`config.mk`:
```
export PLATFORM = sky130hd
export DESIGN_NAME = ocmm_map
export DESIGN_NICKNAME = d
export VERILOG_FILES = /design/src/ocmm_pkg.sv /design/src/ocmm_map.sv
export SDC_FILE = /design/constraint.sdc
export NUM_CORES = 1
export LEC_CHECK = 0
export ABC_AREA = 1
export BUFFER_PORTS_ARGS = -buffer_cell sky130_fd_sc_hd__buf_2
export CAP_MARGIN = 20
export CELL_PAD_IN_SITES_DETAIL_PLACEMENT = 1
export CELL_PAD_IN_SITES_GLOBAL_PLACEMENT = 2
export CORE_UTILIZATION = 29
export DETAILED_ROUTE_END_ITERATION = 8
export PLACE_DENSITY = 0.88
export RECOVER_POWER = 50
export SYNTH_ARGS = -nofsm -noshare
export SYNTH_HDL_FRONTEND = slang
export SYNTH_SLANG_ARGS = --single-unit
```
`constraint.sdc`:
```
create_clock -name i_clk -period 4.5 [get_ports i_clk]
set_clock_uncertainty 0.05 [all_clocks]
set_input_delay 0.9 -clock i_clk [delete_from_list [all_inputs] [get_ports i_clk]]
set_output_delay 0.9 -clock i_clk [all_outputs]
set_load 0.005 [all_outputs]
```
`src/ocmm_pkg.sv`:
```
package ocmm_pkg;

   // ----------------------------------------
   // address windows (24-bit byte addresses)
   // ----------------------------------------
   localparam logic [23:0] FL_R1_LO     = 24'hc0_0000;
   localparam logic [23:0] FL_R1_HI     = 24'hc0_efff;
   localparam logic [23:0] FL_CTRL_LO   = 24'hc0_f000;
   localparam logic [23:0] FL_CTRL_HI   = 24'hc0_ffff;
   localparam logic [23:0] FL_R2_LO     = 24'hc1_0000;
   localparam logic [23:0] FL_R2_HI_320 = 24'hc4_ffff;
   localparam logic [23:0] FL_R2_HI_192 = 24'hc1_ffff;
   localparam logic [23:0] FL_R3_LO_192 = 24'hc4_0000;
   localparam logic [23:0] FL_R3_HI_192 = 24'hc4_ffff;
   localparam logic [23:0] FL_M1_BASE   = 24'hc4_0000;
   localparam logic [23:0] PROGRAM_SRAM_BASE   = 24'he0_0000;
   localparam logic [23:0] DATA_SRAM_TOP    = 24'h00_dfff;
   localparam logic [23:0] DUAL_PORT_RAM_BASE   = 24'h00_f600;
   localparam logic [23:0] DUAL_PORT_RAM_HI     = 24'h00_fdff;
   localparam logic [23:0] SFR_BASE     = 24'h00_fe00;
   localparam logic [23:0] SFR_HI       = 24'h00_ffff;
   localparam logic [23:0] EXTENDED_FUNCTION_REG_SPACE_BASE    = 24'h00_f000;
   localparam logic [23:0] EXTENDED_FUNCTION_REG_SPACE_HI      = 24'h00_f1ff;

   // ----------------------------------------
   // geometry
   // ----------------------------------------
   localparam int          FL_BIG_KB      = 320;
   localparam int          FL_SMALL_KB    = 192;
   localparam int          SECTOR_SHIFT   = 12;
   localparam int          BLOCK_SHIFT    = 7;
   localparam int          LINE_SHIFT     = 4;
   localparam int          LINE_BITS      = 128;
   localparam int          CHECK_BITS     = 8;
   localparam logic [23:0] DUAL_PORT_RAM_BIT_BASE = 24'h00_0700;
   localparam logic [1:0]  PW_IDLE        = 2'h0;
   localparam logic [1:0]  PW_FIRST_OK    = 2'h1;

   // ----------------------------------------
   // types
   // ----------------------------------------
   typedef enum logic [2:0] {
      TGT_NONE, TGT_FLASH, TGT_PROGRAM_SRAM, TGT_DATA_SRAM, TGT_DUAL_PORT_RAM, TGT_SFR, TGT_EXTENDED_FUNCTION_REG_SPACE, TGT_CTRL
   } ocmm_tgt_t;

   typedef enum logic [1:0] {
      OP_READ, OP_WRITE, OP_ERASE, OP_PROGRAM
   } ocmm_op_t;

   typedef struct packed {
      ocmm_tgt_t   target;
      logic [23:0] offset;
      logic        module_sel;
   } ocmm_dec_t;

   typedef struct packed {
      logic                  valid;
      ocmm_tgt_t             target;
      ocmm_op_t              op;
      logic                  err;
      logic [23:0]           offset;
      logic                  module_sel;
      logic                  bit_ok;
      logic [1:0]            pw_stage;
      logic                  unlocked;
      logic [1:0]            rvalid;
      logic [1:0]            corrected;
      logic [1:0][127:0]     rdata;
   } ocmm_state_t;

endpackage

```
`src/ocmm_map.sv`:
```
`timescale 1ns/1ps
// Behaviour
// - flash mapped as discontinuous variant-specific ranges
// - flash split into two modules at FL_M1_BASE in both variants
// - top 4 KB sector reserved, not user-mapped
// - program sram grows up from base
// - data sram grows down from window top
// - register bank: sixteen words, eight byte pairs
// - top 256 dual-port bytes bit addressable
// - two 512-byte register spaces mapped
// - flash modules use uniform 4 KB sectors
// - per-sector erase, 128-byte program blocks
// - read protection, password sequence unlocks
// - flash read returns 128-bit lines
// - error correction on every flash read
// - two flash modules serve requests independently
// - sectors clustered for write protection bits
module ocmm_map #(
   parameter int          FLASH_KB        = 320,
   parameter int          PROGRAM_SRAM_BYTES     = 16384,
   parameter int          DATA_SRAM_BYTES     = 16384,
   parameter int          CLUSTER_SECTORS = 4,
   parameter logic [15:0] PASSWORD_0      = 16'h5a5a, // arbitrary value
   parameter logic [15:0] PASSWORD_1      = 16'ha5a5  // arbitrary value
) (
   // clock and reset
   input  wire logic                  i_clk,
   input  wire logic                  i_arst_n,
   // cpu request
   input  wire logic                  i_req,
   input  wire logic [23:0]           i_addr,
   input  wire ocmm_pkg::ocmm_op_t    i_op,
   output logic                       o_ready,
   // general register access
   input  wire logic                  i_gr_access,
   input  wire logic [23:0]           i_gr_base,
   input  wire logic [3:0]            i_gr_num,
   input  wire logic                  i_gr_byte,
   input  wire logic                  i_gr_high,
   // flash protection
   input  wire logic                  i_read_protect,
   input  wire logic [1:0][15:0]      i_wprot,
   input  wire logic                  i_pw_strobe,
   input  wire logic [15:0]           i_pw_word,
   input  wire logic                  i_relock,
   input  wire logic [1:0]            i_fl_busy,
   // decoded access
   output logic                       o_valid,
   output ocmm_pkg::ocmm_tgt_t        o_target,
   output ocmm_pkg::ocmm_op_t         o_op,
   output logic                       o_err,
   output logic [23:0]                o_offset,
   output logic                       o_module,
   output logic [5:0]                 o_sector,
   output logic [3:0]                 o_cluster,
   output logic [10:0]                o_block,
   output logic [13:0]                o_line,
   output logic                       o_bit_ok,
   output logic                       o_unlocked,
   // flash read return
   input  wire logic [1:0]            i_fl_rvalid,
   input  wire logic [1:0][127:0]     i_fl_rdata,
   input  wire logic [1:0][7:0]       i_fl_rcheck,
   output logic [1:0]                 o_fl_rvalid,
   output logic [1:0][127:0]          o_fl_rdata,
   output logic [1:0]                 o_fl_corrected
);

   if (!(FLASH_KB == ocmm_pkg::FL_BIG_KB || FLASH_KB == ocmm_pkg::FL_SMALL_KB)) begin : g_bad_kb
      $error("FLASH_KB must be 320 or 192");
   end
   if (PROGRAM_SRAM_BYTES < 1 || PROGRAM_SRAM_BYTES > 65536
       || DATA_SRAM_BYTES < 1 || DATA_SRAM_BYTES > 16384) begin : g_bad_ram
      $error("sram size out of range");
   end
   if (CLUSTER_SECTORS != 4) begin : g_bad_cl
      $error("cluster size must be 4 sectors");
   end

   localparam logic [23:0] PROGRAM_SRAM_HI = ocmm_pkg::PROGRAM_SRAM_BASE + 24'(PROGRAM_SRAM_BYTES - 1);
   localparam logic [23:0] DATA_SRAM_LO = ocmm_pkg::DATA_SRAM_TOP - 24'(DATA_SRAM_BYTES - 1);
   localparam bit          BIG      = (FLASH_KB == ocmm_pkg::FL_BIG_KB);

   // ----------------------------------------
   // address decode
   // ----------------------------------------
   function automatic ocmm_pkg::ocmm_dec_t decode(input logic [23:0] a);
      ocmm_pkg::ocmm_dec_t d;
      logic                fl;
      d = '{target: ocmm_pkg::TGT_NONE, offset: 24'h0, module_sel: 1'b0};
      fl = (a >= ocmm_pkg::FL_R1_LO && a <= ocmm_pkg::FL_R1_HI)
         || (BIG && a >= ocmm_pkg::FL_R2_LO && a <= ocmm_pkg::FL_R2_HI_320)
         || (!BIG && a >= ocmm_pkg::FL_R2_LO && a <= ocmm_pkg::FL_R2_HI_192)
         || (!BIG && a >= ocmm_pkg::FL_R3_LO_192 && a <= ocmm_pkg::FL_R3_HI_192);
      if (a >= ocmm_pkg::FL_CTRL_LO && a <= ocmm_pkg::FL_CTRL_HI) begin
         d.target = ocmm_pkg::TGT_CTRL;
         d.offset = a - ocmm_pkg::FL_R1_LO;
      end else if (fl) begin
         d.target = ocmm_pkg::TGT_FLASH;
         if (a >= ocmm_pkg::FL_M1_BASE) begin
            d.module_sel = 1'b1;
            d.offset     = a - ocmm_pkg::FL_M1_BASE;
         end else begin
            d.offset = a - ocmm_pkg::FL_R1_LO;
         end
      end else if (a >= ocmm_pkg::PROGRAM_SRAM_BASE && a <= PROGRAM_SRAM_HI) begin
         d.target = ocmm_pkg::TGT_PROGRAM_SRAM;
         d.offset = a - ocmm_pkg::PROGRAM_SRAM_BASE;
      end else if (a >= DATA_SRAM_LO && a <= ocmm_pkg::DATA_SRAM_TOP) begin
         d.target = ocmm_pkg::TGT_DATA_SRAM;
         d.offset = a - DATA_SRAM_LO;
      end else if (a >= ocmm_pkg::DUAL_PORT_RAM_BASE && a <= ocmm_pkg::DUAL_PORT_RAM_HI) begin
         d.target = ocmm_pkg::TGT_DUAL_PORT_RAM;
         d.offset = a - ocmm_pkg::DUAL_PORT_RAM_BASE;
      end else if (a >= ocmm_pkg::SFR_BASE && a <= ocmm_pkg::SFR_HI) begin
         d.target = ocmm_pkg::TGT_SFR;
         d.offset = a - ocmm_pkg::SFR_BASE;
      end else if (a >= ocmm_pkg::EXTENDED_FUNCTION_REG_SPACE_BASE && a <= ocmm_pkg::EXTENDED_FUNCTION_REG_SPACE_HI) begin
         d.target = ocmm_pkg::TGT_EXTENDED_FUNCTION_REG_SPACE;
         d.offset = a - ocmm_pkg::EXTENDED_FUNCTION_REG_SPACE_BASE;
      end
      return d;
   endfunction

   // general register slot inside the bank: words 0..15, bytes only for 0..7
   function automatic logic [23:0] gr_addr(input logic [23:0] base, input logic [3:0] n,
                                           input logic byte_mode, input logic high);
      logic [23:0] a;
      a = base + {19'h0, n, 1'b0};
      if (byte_mode) begin
         a = base + {19'h0, 1'b0, n[2:0], high};
      end
      return a;
   endfunction

   // ----------------------------------------
   // single-error correction over a 128-bit line
   // ----------------------------------------
   // check bit k sits at hamming position 2**k; data fills the others from 3
   function automatic logic [7:0] ecc_syn(input logic [127:0] d, input logic [7:0] c);
      logic [7:0] s;
      logic [8:0] p;
      s = c;
      p = 9'd3;
      for (int i = 0; i < ocmm_pkg::LINE_BITS; i++) begin
         if ((p & (p - 9'd1)) == 9'd0) begin
            p = p + 9'd1;
         end
         if (d[i]) begin
            s = s ^ p[7:0];
         end
         p = p + 9'd1;
      end
      return s;
   endfunction

   function automatic logic [127:0] ecc_fix(input logic [127:0] d, input logic [7:0] s);
      logic [127:0] r;
      logic [8:0]   p;
      r = d;
      p = 9'd3;
      for (int i = 0; i < ocmm_pkg::LINE_BITS; i++) begin
         if ((p & (p - 9'd1)) == 9'd0) begin
            p = p + 9'd1;
         end
         if (p[7:0] == s) begin
            r[i] = ~d[i];
         end
         p = p + 9'd1;
      end
      return r;
   endfunction

   // ----------------------------------------
   // state
   // ----------------------------------------
   ocmm_pkg::ocmm_state_t st;
   ocmm_pkg::ocmm_state_t next_st;
   ocmm_pkg::ocmm_dec_t   dec;
   logic [23:0]           eff_addr;
   logic                  gr_bad;
   logic [3:0]            cl;

   assign eff_addr = i_gr_access ? gr_addr(i_gr_base, i_gr_num, i_gr_byte, i_gr_high) : i_addr;
   assign dec      = decode(eff_addr);
   assign gr_bad   = i_gr_access && ((i_gr_byte && i_gr_num[3])
                   || dec.target != ocmm_pkg::TGT_DUAL_PORT_RAM);
   assign cl       = dec.offset[17:14];

   // a busy module stalls only requests aimed at itself
   assign o_ready  = !(dec.target == ocmm_pkg::TGT_FLASH && i_fl_busy[dec.module_sel]);

   always_comb begin
      logic prot_w;
      prot_w  = i_wprot[dec.module_sel][cl] && !st.unlocked;
      next_st = st;
      next_st.valid = 1'b0;
      if (i_req && o_ready) begin
         next_st.valid      = 1'b1;
         next_st.target     = dec.target;
         next_st.op         = i_op;
         next_st.offset     = dec.offset;
         next_st.module_sel = dec.module_sel;
         next_st.bit_ok     = i_gr_access || (dec.target == ocmm_pkg::TGT_DUAL_PORT_RAM
                              && dec.offset >= ocmm_pkg::DUAL_PORT_RAM_BIT_BASE);
         next_st.err        = gr_bad;
         case (dec.target)
            ocmm_pkg::TGT_FLASH: begin
               case (i_op)
                  ocmm_pkg::OP_READ: begin
                     if (i_read_protect && !st.unlocked) begin
                        next_st.err = 1'b1;
                     end
                  end
                  ocmm_pkg::OP_ERASE: begin
                     if (prot_w) begin
                        next_st.err = 1'b1;
                     end
                  end
                  ocmm_pkg::OP_PROGRAM: begin
                     if (prot_w || dec.offset[ocmm_pkg::BLOCK_SHIFT-1:0] != 7'h00) begin
                        next_st.err = 1'b1;
                     end
                  end
                  default: begin
                     next_st.err = 1'b1;
                  end
               endcase
            end
            ocmm_pkg::TGT_NONE, ocmm_pkg::TGT_CTRL: begin
               next_st.err = 1'b1;
            end
            default: begin
               if (i_op == ocmm_pkg::OP_ERASE || i_op == ocmm_pkg::OP_PROGRAM) begin
                  next_st.err = 1'b1;
               end
            end
         endcase
      end

      // password: two consecutive matching words unlock
      if (i_relock) begin
         next_st.unlocked = 1'b0;
      end
      if (i_pw_strobe) begin
         next_st.pw_stage = ocmm_pkg::PW_IDLE;
         if (st.pw_stage == ocmm_pkg::PW_IDLE && i_pw_word == PASSWORD_0) begin
            next_st.pw_stage = ocmm_pkg::PW_FIRST_OK;
         end else if (st.pw_stage == ocmm_pkg::PW_FIRST_OK && i_pw_word == PASSWORD_1) begin
            next_st.unlocked = 1'b1;
         end
      end

      // read return per module, each independent
      for (int m = 0; m < 2; m++) begin
         logic [7:0] s;
         s = ecc_syn(i_fl_rdata[m], i_fl_rcheck[m]);
         next_st.rvalid[m]    = i_fl_rvalid[m];
         next_st.corrected[m] = 1'b0;
         if (i_fl_rvalid[m]) begin
            next_st.rdata[m]     = ecc_fix(i_fl_rdata[m], s);
            next_st.corrected[m] = (s != 8'h00);
         end
      end
   end

   always_ff @(posedge i_clk or negedge i_arst_n) begin
      if (!i_arst_n) begin
         st <= '0;
      end else begin
         st <= next_st;
      end
   end

   // ----------------------------------------
   // outputs
   // ----------------------------------------
   assign o_valid        = st.valid;
   assign o_target       = st.target;
   assign o_op           = st.op;
   assign o_err          = st.err;
   assign o_offset       = st.offset;
   assign o_module       = st.module_sel;
   assign o_sector       = st.offset[17:ocmm_pkg::SECTOR_SHIFT];
   assign o_cluster      = st.offset[17:14];
   assign o_block        = st.offset[17:ocmm_pkg::BLOCK_SHIFT];
   assign o_line         = st.offset[17:ocmm_pkg::LINE_SHIFT];
   assign o_bit_ok       = st.bit_ok;
   assign o_unlocked     = st.unlocked;
   assign o_fl_rvalid    = st.rvalid;
   assign o_fl_rdata     = st.rdata;
   assign o_fl_corrected = st.corrected;

endmodule

```
## Word level (Yosys, flattened, before mapping)

Cells that the tools add are included.

| cells by class | value |
|---|---|
| add/subtract/negate cells | 765 |
| $lt $le $gt $ge | 20 |
| equal/unequal tests | 265 |
| multiplexer cells | 1051 |
| bitwise operators | 764 |
| reduce and logical (&&, ||, !) cells | 283 |

Operator list:

| kind | count |
|---|---|
| $add 9x1->9 const B | 502 |
| $mux 9 | 502 |
| $and 9x9->9 | 252 |
| $logic_not 9->1 | 252 |
| $sub 9x1->9 const B | 252 |
| $eq 8x8->1 | 254 |
| $mux 7 | 126 |
| $mux 6 | 62 |
| $not 4->4 | 72 |
| $mux 1 | 273 |
| $not 1->1 | 256 |
| $not 3->3 | 76 |
| $not 5->5 | 42 |
| $mux 27 | 7 |
| $mux 8 | 20 |
| $mux 5 | 30 |
| $ge 24x24->1 const B | 5 |
| $not 2->2 | 50 |
| $ge 24x16->1 const B | 4 |
| $le 24x16->1 const B | 4 |
| $le 24x24->1 const B | 4 |
| $sub 24x16->24 const B | 4 |
| $not 6->6 | 14 |
| $mux 24 | 3 |
| 32 further kinds | 82 |

| word-level totals | value |
|---|---|
| register bits | 295 |
| input bits | 387 |
| output and inout port bits | 330 |

## Longest topological paths before layout

Gate-level depths: netlist of the first run.

| depth | value |
|---|---|
| depth in word-level cells | 759 |
| depth in mapped cells | 37 |
| mapped depth without buffers | 36 |

## Worst setup path before layout of the first run

Ideal clock, no wire load.

| path | value |
|---|---|
| kind | input-to-output |
| start point | in i_gr_base[0] |
| end point | out o_ready |
| arrival | 3.748 ns |
| required time | 3.550 ns |
| slack | -0.198 ns |
| stages | 19 |
| path buffers | 2 |
| cell sequence | ha_1 fa_1 nand2_1 nand3_1 nand4_1 nor3_1 xor2_1 nand2_1 o21a_1 clkbuf_1 ha_1 nand2_2 nor2_1 nand2_1 nand3_4 buf_4 nand2_1 inv_2 o211ai_2 |

| on the way | value |
|---|---|
| word-level cells in the longest chain between the ends | 15 |
| elaborated cells on any way between the ends | 45 |
| those cells by class | 2 x add/sub; 17 x order compare; 1 x eq/ne; 14 x mux; 11 x reduce/logical |

RTL lines:

| item | line | source |
|---|---|---|
| start, declared | ocmm_map.sv:36 | `input wire logic [23:0] i_gr_base,` |
| $add 24x5->24 or $add 24x4->24 (tied branches) | ocmm_map.sv:129, ocmm_map.sv:131 |  |
| $mux 24 * | ocmm_map.sv:130 | `if (byte_mode) begin` |
| $mux 24 * | ocmm_map.sv:184 | `assign eff_addr = i_gr_access ? gr_addr(i_gr_base, i_gr_num, i_gr_byte, i_gr_high) : i_addr;` |
| $ge 24x16->1 or $le 24x16->1 (tied branches) | ocmm_map.sv:118 | `end else if (a >= ocmm_pkg::EXTENDED_FUNCTION_REG_SPACE_BASE && a <= ocmm_pkg::EXTENDED_FUNCTION_REG_SPACE_HI) ...` |
| $logic_and 1x1->1 | ocmm_map.sv:118 |  |
| $mux 27 | ocmm_map.sv:118 |  |
| $mux 27 | ocmm_map.sv:115 | `end else if (a >= ocmm_pkg::SFR_BASE && a <= ocmm_pkg::SFR_HI) begin` |
| $mux 27 | ocmm_map.sv:112 | `end else if (a >= ocmm_pkg::DUAL_PORT_RAM_BASE && a <= ocmm_pkg::DUAL_PORT_RAM_HI) begin` |
| $mux 27 | ocmm_map.sv:109 | `end else if (a >= DATA_SRAM_LO && a <= ocmm_pkg::DATA_SRAM_TOP) begin` |
| $mux 27 | ocmm_map.sv:106 | `end else if (a >= ocmm_pkg::PROGRAM_SRAM_BASE && a <= PROGRAM_SRAM_HI) begin` |
| $mux 27 | ocmm_map.sv:98 | `end else if (fl) begin` |
| $mux 27 | ocmm_map.sv:95 | `if (a >= ocmm_pkg::FL_CTRL_LO && a <= ocmm_pkg::FL_CTRL_HI) begin` |
| $eq 3x1->1 | ocmm_map.sv:191 | `assign o_ready = !(dec.target == ocmm_pkg::TGT_FLASH && i_fl_busy[dec.module_sel]);` |
| $logic_and 1x1->1 * | ocmm_map.sv:191 |  |
| $logic_not 1->1 * | ocmm_map.sv:191 |  |
| end, declared | ocmm_map.sv:33 | `output logic o_ready,` |

Mark *: on every way between the ends. The rest lies on a longest branch, timed or not. The select of a mux whose other input is x is not followed.

## Final worst setup path of the first run

| path | value |
|---|---|
| start point | in i_gr_base[1] |
| end point | out o_ready |

The elaborated chain is that of the path after synthesis.

==> impl_results.md, run 1 <==
* Peak VDD IR at 0.6965 mV
* Vias at 27770
* RSZ-0062 raised after global routing: true
* Post-route antenna net violation count at 0
* Clk pin slew, worst setup/hold paths at 0.05 ns
* Placed cell count at 5706
* Largest net degree at the start of global routing at 118
* First-pass GRT wire length at 192800 um
* Final number of max-transition violations at 362
* Post-Synthesis Net Count at 4141
* Total GRT Usage at 25.50%
* WP data arrival at 3.78 ns
* Critical path's top delay family: simple AND/OR/NAND/NOR gates
* Comb pwr share at 69.3%
* Most common cell in the netlist: nand2_1
* Finished Layout Cells at 5809
* Min-delay src: st[261]
* Final hold vios at 0
* Die width at 321.0 um
* Critical path cell sequence: buf_8, ha_4, inv_2, fa_2, inv_2, buf_4, nand2_1, nand2_2, xor2_1, nand2_1, nand3_1, nand2_1, nor2_2, nand3_1, nor2_1, nand4_1, nand3_4, nand2_2, or2_0, o211ai_2, buf_2
* Mapped Area at 29510 um^2
* Setup violations, final at 1
* Clock share of power at 14.9%
* Post-synth EDFFs at 0
* Post-Synth Adder-Cell Area at 1.026%
* DR pass1 iterations at 7
* # IOs at 717
* Pwr/cell area at 614.0 nW/um^2
* Post-Synth Simple-Gate Area at 18.59%
* Top cell type's share of synthesized area at 25.01%
* Warnings, synthesis at 0
* Clock sink count at 295
* Vias in the first global route at 28480
* Critical path origin: i_gr_base[1]
* Post-synthesis mux area share at 3.815%
* Initial DRC Count at 2121
* Via/cell ratio at 4.780
* Compound-Gate Fraction of Synth Area at 4.969%
* Reg-to-reg startpoint: o_unlocked
* RePlAce Congestion at 0.9919
* Slack of the critical path at -0.2311 ns
* CTS tree: yes
* Die span in y at 321.0 um
* Psw at 11.72 mW
* Sequential Power Share at 15.8%
* Num CTS Buffers at 40
* Setup Crit Path Kind: in2out
* Yosys reg bits at 295
* H-Tree Depth at 2
* Crit path max-delay cell type: fa_2
* GRT overflow at 0
* Buffers on Ports at 716
* Total Power at 22.53 mW
* Syn-to-layout area delta at 24.31%
* CP bufs+invs at 5
* Primary FF master, synth: dfrtp_1
* Clk buf depth at 3
* Crit-path max cell delay at 0.44 ns
* CP Max Fanout at 5
* Worst min-delay path class: reg2reg
* Routed wire per std cell at 23.38 um
* Synth Area in XOR/XNOR at 33.34%
* CP dominant cell by count: nand2_1
* Yosys top cell by area: dfrtp_1
* Status: finished, violations left
* CP Data Required Time at 3.55 ns
* Final Cycle Share at 105.1%
* Layout cells sized above 1 at 31.71%
* Root buffer cell: clkbuf_16
* Antenna violations before repair at 12
* Pre-CTS WS at -0.5378 ns
* Post-cts hold buffer count at 0
* Violated checks: max-capacitance violations, max-slew violations, negative setup slack
* Die area at 103100 um^2
* Async SR Flop Fraction at 100.0%
* Initial Util at 29.39%
* Gate Count Post-Synth at 3731
* # nets final at 4822
* Min Tclk post-route at 4.731 ns
* Internal power at 10.81 mW
* Most frequent cells after synthesis: nand2_1, xnor2_1, xor2_1
* Sequential element share of the synthesized area at 25.01%
* Slew headroom at -108.3%
* DRC viols at 0
* Hold slack at 0.4273 ns
* Leakage at 16.26 nW
* Final wirelength at 135800 um
* Switching share of power at 52.01%
* Crit path capture type: output pin
* Fmax at 211.4 MHz
* Core Footprint at 100400 um^2
* Worst-Skew Late Latency at 0.57 ns
* Syn avg cell area at 7.910 um^2
* Slew @ Worst Pin at 3.125 ns
* Area contributors post-synth: dfrtp_1, xnor2_1, xor2_1, nand2_1, buf_4
* Crit start category: primary input
* Max_cap viols at 5
* Post-detail-place hpwl at 113200 um
* Largest family of logic cells by synthesized area: XOR/XNOR gates
* Yosys cell types at 56
* Core Rows at 116
[metrics by stage]
stage               util [%]  setup TNS [ns]  cell area (um^2)
floorplan                  -               0             29560
global placement       34.78          -4.254             34930
detailed placement     34.78          -5.900             34930
CTS                    36.48         -0.2217             36640
global route           36.52          -2.332             36680
finish                 36.53         -0.2311             36690
[power by group through the flow]
stage / logic, mW / clock network [mW] / registers [mW]
3_3_place_gp: 15.1 / 0 / 3.55
5_1_grt: 16.3 / 3.54 / 3.60
3_5_place_dp: 15.3 / 0 / 3.58
4_1_cts: 15.4 / 3.44 / 3.54
6_report: 15.6 / 3.36 / 3.55
2_1_floorplan: 8.41 / 0 / 3.46
[cell families (layout without fill, tap and decap cells)]
| group | Yosys count | after routing |
|---|---|---|
| fa+ha+maj | 23 | 23 |
| flops | 295 | 295 |
| buf+inv | 669 | 1381 |
| xor+xnor | 1115 | 1115 |
| simple gates | 1258 | 1258 |
| mux | 100 | 100 |
| other cells | 0 | 9 |
| compound gates | 271 | 271 |
[layout make-up]
class / count / area (um^2)
multi-input cells: 2767 / 18600
well taps: 1357 / 1698
clock inverters: 21 / 256.5
inverters: 182 / 689.4
clock buffers: 52 / 1126
repair buffers: 1126 / 6918
diodes: 9 / 22.52
flip-flops and latches: 295 / 7382
fillers: 12470 / 63750
[cell usage in the layout, fill, tap and decap left out, drive strengths merged]
master | netlist | routed
clkbuf | 70 | 167
nand3 | 128 | 128
inv | 180 | 184
o21ai | 55 | 55
ha | 21 | 21
xor2 | 546 | 546
o22ai | 3 | 3
a31oi | 9 | 9
or3 | 1 | 1
mux2 | 100 | 100
nand4 | 17 | 17
or2 | 22 | 22
nand2 | 709 | 709
dfrtp | 295 | 295
diode | 0 | 9
xnor2 | 569 | 569
o21a | 2 | 2
clkinvlp | 0 | 1
and2 | 2 | 2
nor2 | 346 | 346
buf | 417 | 1011
a21boi | 4 | 4
o211ai | 3 | 3
a31o | 1 | 1
nor3 | 14 | 14
o21bai | 3 | 3
fa | 2 | 2
o2111ai | 1 | 1
nand3b | 17 | 17
nor4 | 2 | 2
a21oi | 184 | 184
clkinv | 2 | 15
bufinv | 0 | 3
o31ai | 6 | 6
[path summary, 6_finish.rpt]
path | slack (ns) | depth (start not counted) | endpoint
setup / recovery | -0.23 | 21 | o_ready
hold / removal | 0.43 | 1 | st[261]
setup reg to reg | 3.31 | 7 | o_err
hold reg to reg | 0.43 | 1 | st[261]
max in group asynchronous | 0.52 | 2 | o_fl_rdata[51]
min in group asynchronous | 1.00 | 1 | o_fl_rdata[10]
[flip-flops by register name, indices dropped and copies added, names as in the netlist]
signal / count
o_target: 3
o_fl_corrected: 2
o_fl_rvalid: 2
o_offset: 24
o_err: 1
o_unlocked: 1
o_bit_ok: 1
o_op: 2
st: 1
o_module: 1
o_valid: 1
o_fl_rdata: 256
[layer usage]
| metal | vias up | track usage (%) | share of wire (%) |
|---|---|---|---|
| li1 | 12620 | - | - |
| met1 | 13690 | 32.60 | 41 |
| met2 | 1170 | 41.95 | 46 |
| met3 | 284 | 4.370 | 7.4 |
| met4 | 4 | 11.19 | 4.8 |
| met5 | - | 0 | 0.012 |
[what timing repair did]
item | 4_1_cts | 5_1_grt
resized for setup | 54 | 44
pin swaps | 36 | 23
buffers inserted | 18 | 4
setup endpoints to repair | 1 | 7
hold endpoints to repair | 0 | 0
(Power assumes the default switching activity.)
==> run 2, diff against run 1 <==
Settings changed: MAX_ROUTING_LAYER from default to met4.
==> run 2 against run 1 <==
The flow still finishes with violations (max-capacitance violations, max-slew violations, negative setup slack). Register-to-register slack is essentially flat. Power rose by 1.6%. Fmax up 0.40%. Die area unchanged. Clock-buffer cell count shrank 1. Flip-flop and latch count stayed put. Global-route usage grew 1.1 points. Critical path depth stayed put. First-iteration DRC count shrank 6.2%. Combinational power rose by 3%. Largest cell class unchanged.
==> impl_results.md, run 2 (synthesis results as in run 1) <==
* Max reg flops at 256 (unchanged)
* Post-cts hold buffer count at 0 (unchanged)
* Slew @ Worst Pin at 2.926 ns (-0.1983 ns)
* Root buffer cell: clkbuf_16
* Largest net degree at the start of global routing at 123 (+4.2%)
* Crit start category: primary input
* Min-delay src: o_offset[21]
* Critical path cell sequence: buf_2, inv_1, fa_2, nor2_4, nor2_4, nand3_2, nand2_2, nor3_2, nand3_2, a31oi_4, ha_4, inv_4, nor2_4, nand2_1, nor2_1, nand4_1, nand3_4, nand2_2, or2_1, o211ai_2, buf_2
* CP dominant cell by count: nor2_4
* Sequential Power Share at 15.5% (-0.3 points)
* R2r endpoint: o_err
* Psw at 11.87 mW (+1.3%)
* Violated checks: max-capacitance violations, max-slew violations, negative setup slack
* Peak VDD IR at 0.6572 mV (-5.6%)
* Worst min-delay path class: reg2reg
* Post-detail-place hpwl at 114300 um (+0.98%)
* DR pass1 iterations at 5 (-2)
* Crit path max-delay cell type: fa_2
* Clk pin slew, worst setup/hold paths at 0.04 ns (about the same)
* Switching share of power at 51.85% (-0.16 points)
* Internal power at 11.02 mW (+2.0%)
* Final hold vios at 0 (unchanged)
* Clk buf depth at 3 (unchanged)
* Final number of max-transition violations at 396 (+9.4%)
* Layout cells sized above 1 at 33.66% (+1.9 points)
* Buffers on Ports at 716 (unchanged)
* Hold Path Stages at 2 (+1)
* # IOs at 717 (unchanged)
* Most frequent cells in the layout: nand2_1, buf_2, xnor2_1
* Core Footprint at 100400 um^2 (unchanged)
* Num CTS Buffers at 40 (unchanged)
* Routed wire per std cell at 23.53 um (+0.66%)
* CP Max Fanout at 4 (-1)
* Initial Util at 29.39% (unchanged)
* Total GRT Usage at 26.55% (+1.1 points)
* Fmax at 212.2 MHz (+0.40%)
* Status: finished, violations left
* Flop2flop setup slack at 3.31 ns (about the same)
* Die span in y at 321.0 um (unchanged)
* Hold EP: o_offset[21]
* Hold slack at 0.4329 ns (+0.005629 ns)
* RSZ-0062 raised after global routing: true
* H-Tree Depth at 2 (unchanged)
* Reg2reg path depth at 7 (unchanged)
* Reg area at 7382 um^2 (unchanged)
* # fillers at 12410 (-0.45%)
* Slack of the critical path at -0.2122 ns (+0.01891 ns)
* Syn-to-layout area delta at 26.29%
* Die area at 103100 um^2 (unchanged)
* Vias in the first global route at 28500 (+0.077%)
* # nets final at 4863 (+0.85%)
* Area of the multi-input gates at 18810 um^2 (+1.2%)
* Final Cycle Share at 104.7% (-0.42 points)
* Setup Crit Path Kind: in2out
* WP data arrival at 3.76 ns (-0.02 ns)
* Die width at 321.0 um (unchanged)
* Comb pwr share at 69.9% (+0.6 points)
* First-pass GRT wire length at 194700 um (+1.0%)
* Post-route antenna net violation count at 0 (unchanged)
* Leakage at 16.53 nW (+1.7%)
* Pwr/cell area at 614.2 nW/um^2 (about the same)
* Antenna violations before repair at 15 (+3)
* Via/cell ratio at 4.766 (-0.30%)
* Crit path capture type: output pin
* Max_cap viols at 4 (-1)
* Min Tclk post-route at 4.712 ns (-0.01891 ns)
* Commonest non-fill, non-tap cell in the layout: nand2_1
* Final wirelength at 137800 um (+1.4%)
* RePlAce Congestion at 1.008 (+1.7%)
* Setup violations, final at 1 (unchanged)
* Clock share of power at 14.5% (-0.4 points)
* GRT overflow at 0 (unchanged)
* Core Rows at 116 (unchanged)
* Total Power at 22.89 mW (+1.6%)
* CP Data Required Time at 3.55 ns (about the same)
* Slew headroom at -95.08% (+13 points)
* Clock sink count at 295 (unchanged)
* DRC viols at 0 (unchanged)
* Initial DRC Count at 1989 (-6.2%)
* Crit-path max cell delay at 0.46 ns (+0.02 ns)
* CTS tree: yes
* Vias at 27900 (+0.48%)
* Worst-Skew Late Latency at 0.60 ns (+0.03 ns)
* Reg-to-reg startpoint: o_unlocked
-- run 2: changes by cell type in the layout (fill, tap and decap cells not counted), moves of 8 or more --
cell / previous run / this run
nor2_1: 276 / 256
nand2_2: 32 / 46
buf_2: 601 / 611
nand3_1: 114 / 106
nor2_2: 46 / 58
nand2_1: 663 / 644
buf_4: 373 / 405
nor2_4: 24 / 32
clkbuf_1: 114 / 106
nand3_2: 10 / 20
-- run 2: worst max path at each step --
stage                             from  endpoint  cells after the start
after floorplan           i_gr_base[0]   o_ready                     19
after global placement    i_gr_base[3]     o_err                     28
after detailed placement  i_gr_base[1]  o_bit_ok                     31
after CTS                  i_gr_num[2]   o_ready                     23
after global routing      i_gr_base[1]   o_ready                     22
final                     i_gr_base[2]   o_ready                     21
-- run 2: power by group through the flow --
stage	registers, mW	clock network [mW]	logic, mW
after floorplan	3.46	0	8.41
after global placement	3.56	0	15.4
after global routing	3.61	3.52	16.7
final	3.56	3.33	16.0
after detailed placement	3.58	0	15.6
after CTS	3.54	3.43	15.7
-- run 2: metal layers --
layer,vias up,part of all wire (%),GRT usage (%)
li1,12710,-,-
met1,13800,42,33.04
met2,1086,47,43.01
met3,307,6.8,4.017
met4,0,4.4,10.58
met5,-,0,-
-- run 2: through the flow --
stage	util, %	setup WS [ns]	std cells	instance area (um^2)	setup TNS [ns]
floorplan	-	0.0001088	3731	29560	0
global placement	34.91	-0.7591	5721	35060	-4.939
detailed placement	34.91	-0.7222	5721	35060	-7.699
CTS	36.76	-0.1898	5820	36920	-0.1898
global route	37.11	-0.3623	5854	37270	-2.249
finish	37.11	-0.2122	5854	37270	-0.2122
-- run 2: area by class of cell --
cell class                 instances  share of cell area (%)
inverter                         182                   1.883
tap                             1357                   4.555
antenna                           14                 0.09399
multi-input combinational       2767                   50.46
clock inverter                    21                  0.7385
sequential                       295                   19.81
clock buffer                      51                   2.877
timing repair buffer            1167                   19.58
-- run 2: worst max-delay path: cells and delay by family --
kind	cells	cell delay [ns]
compound gates	2	0.36
fa+ha+maj	2	0.66
buf+inv	4	0.39
simple gates	13	1.44
-- run 2: what timing repair did --
item                                    4_1_cts  5_1_grt
pin swaps                                    42       58
endpoints found under the setup margin        3       10
setup buffers                                28       23
resized for setup                            77      104
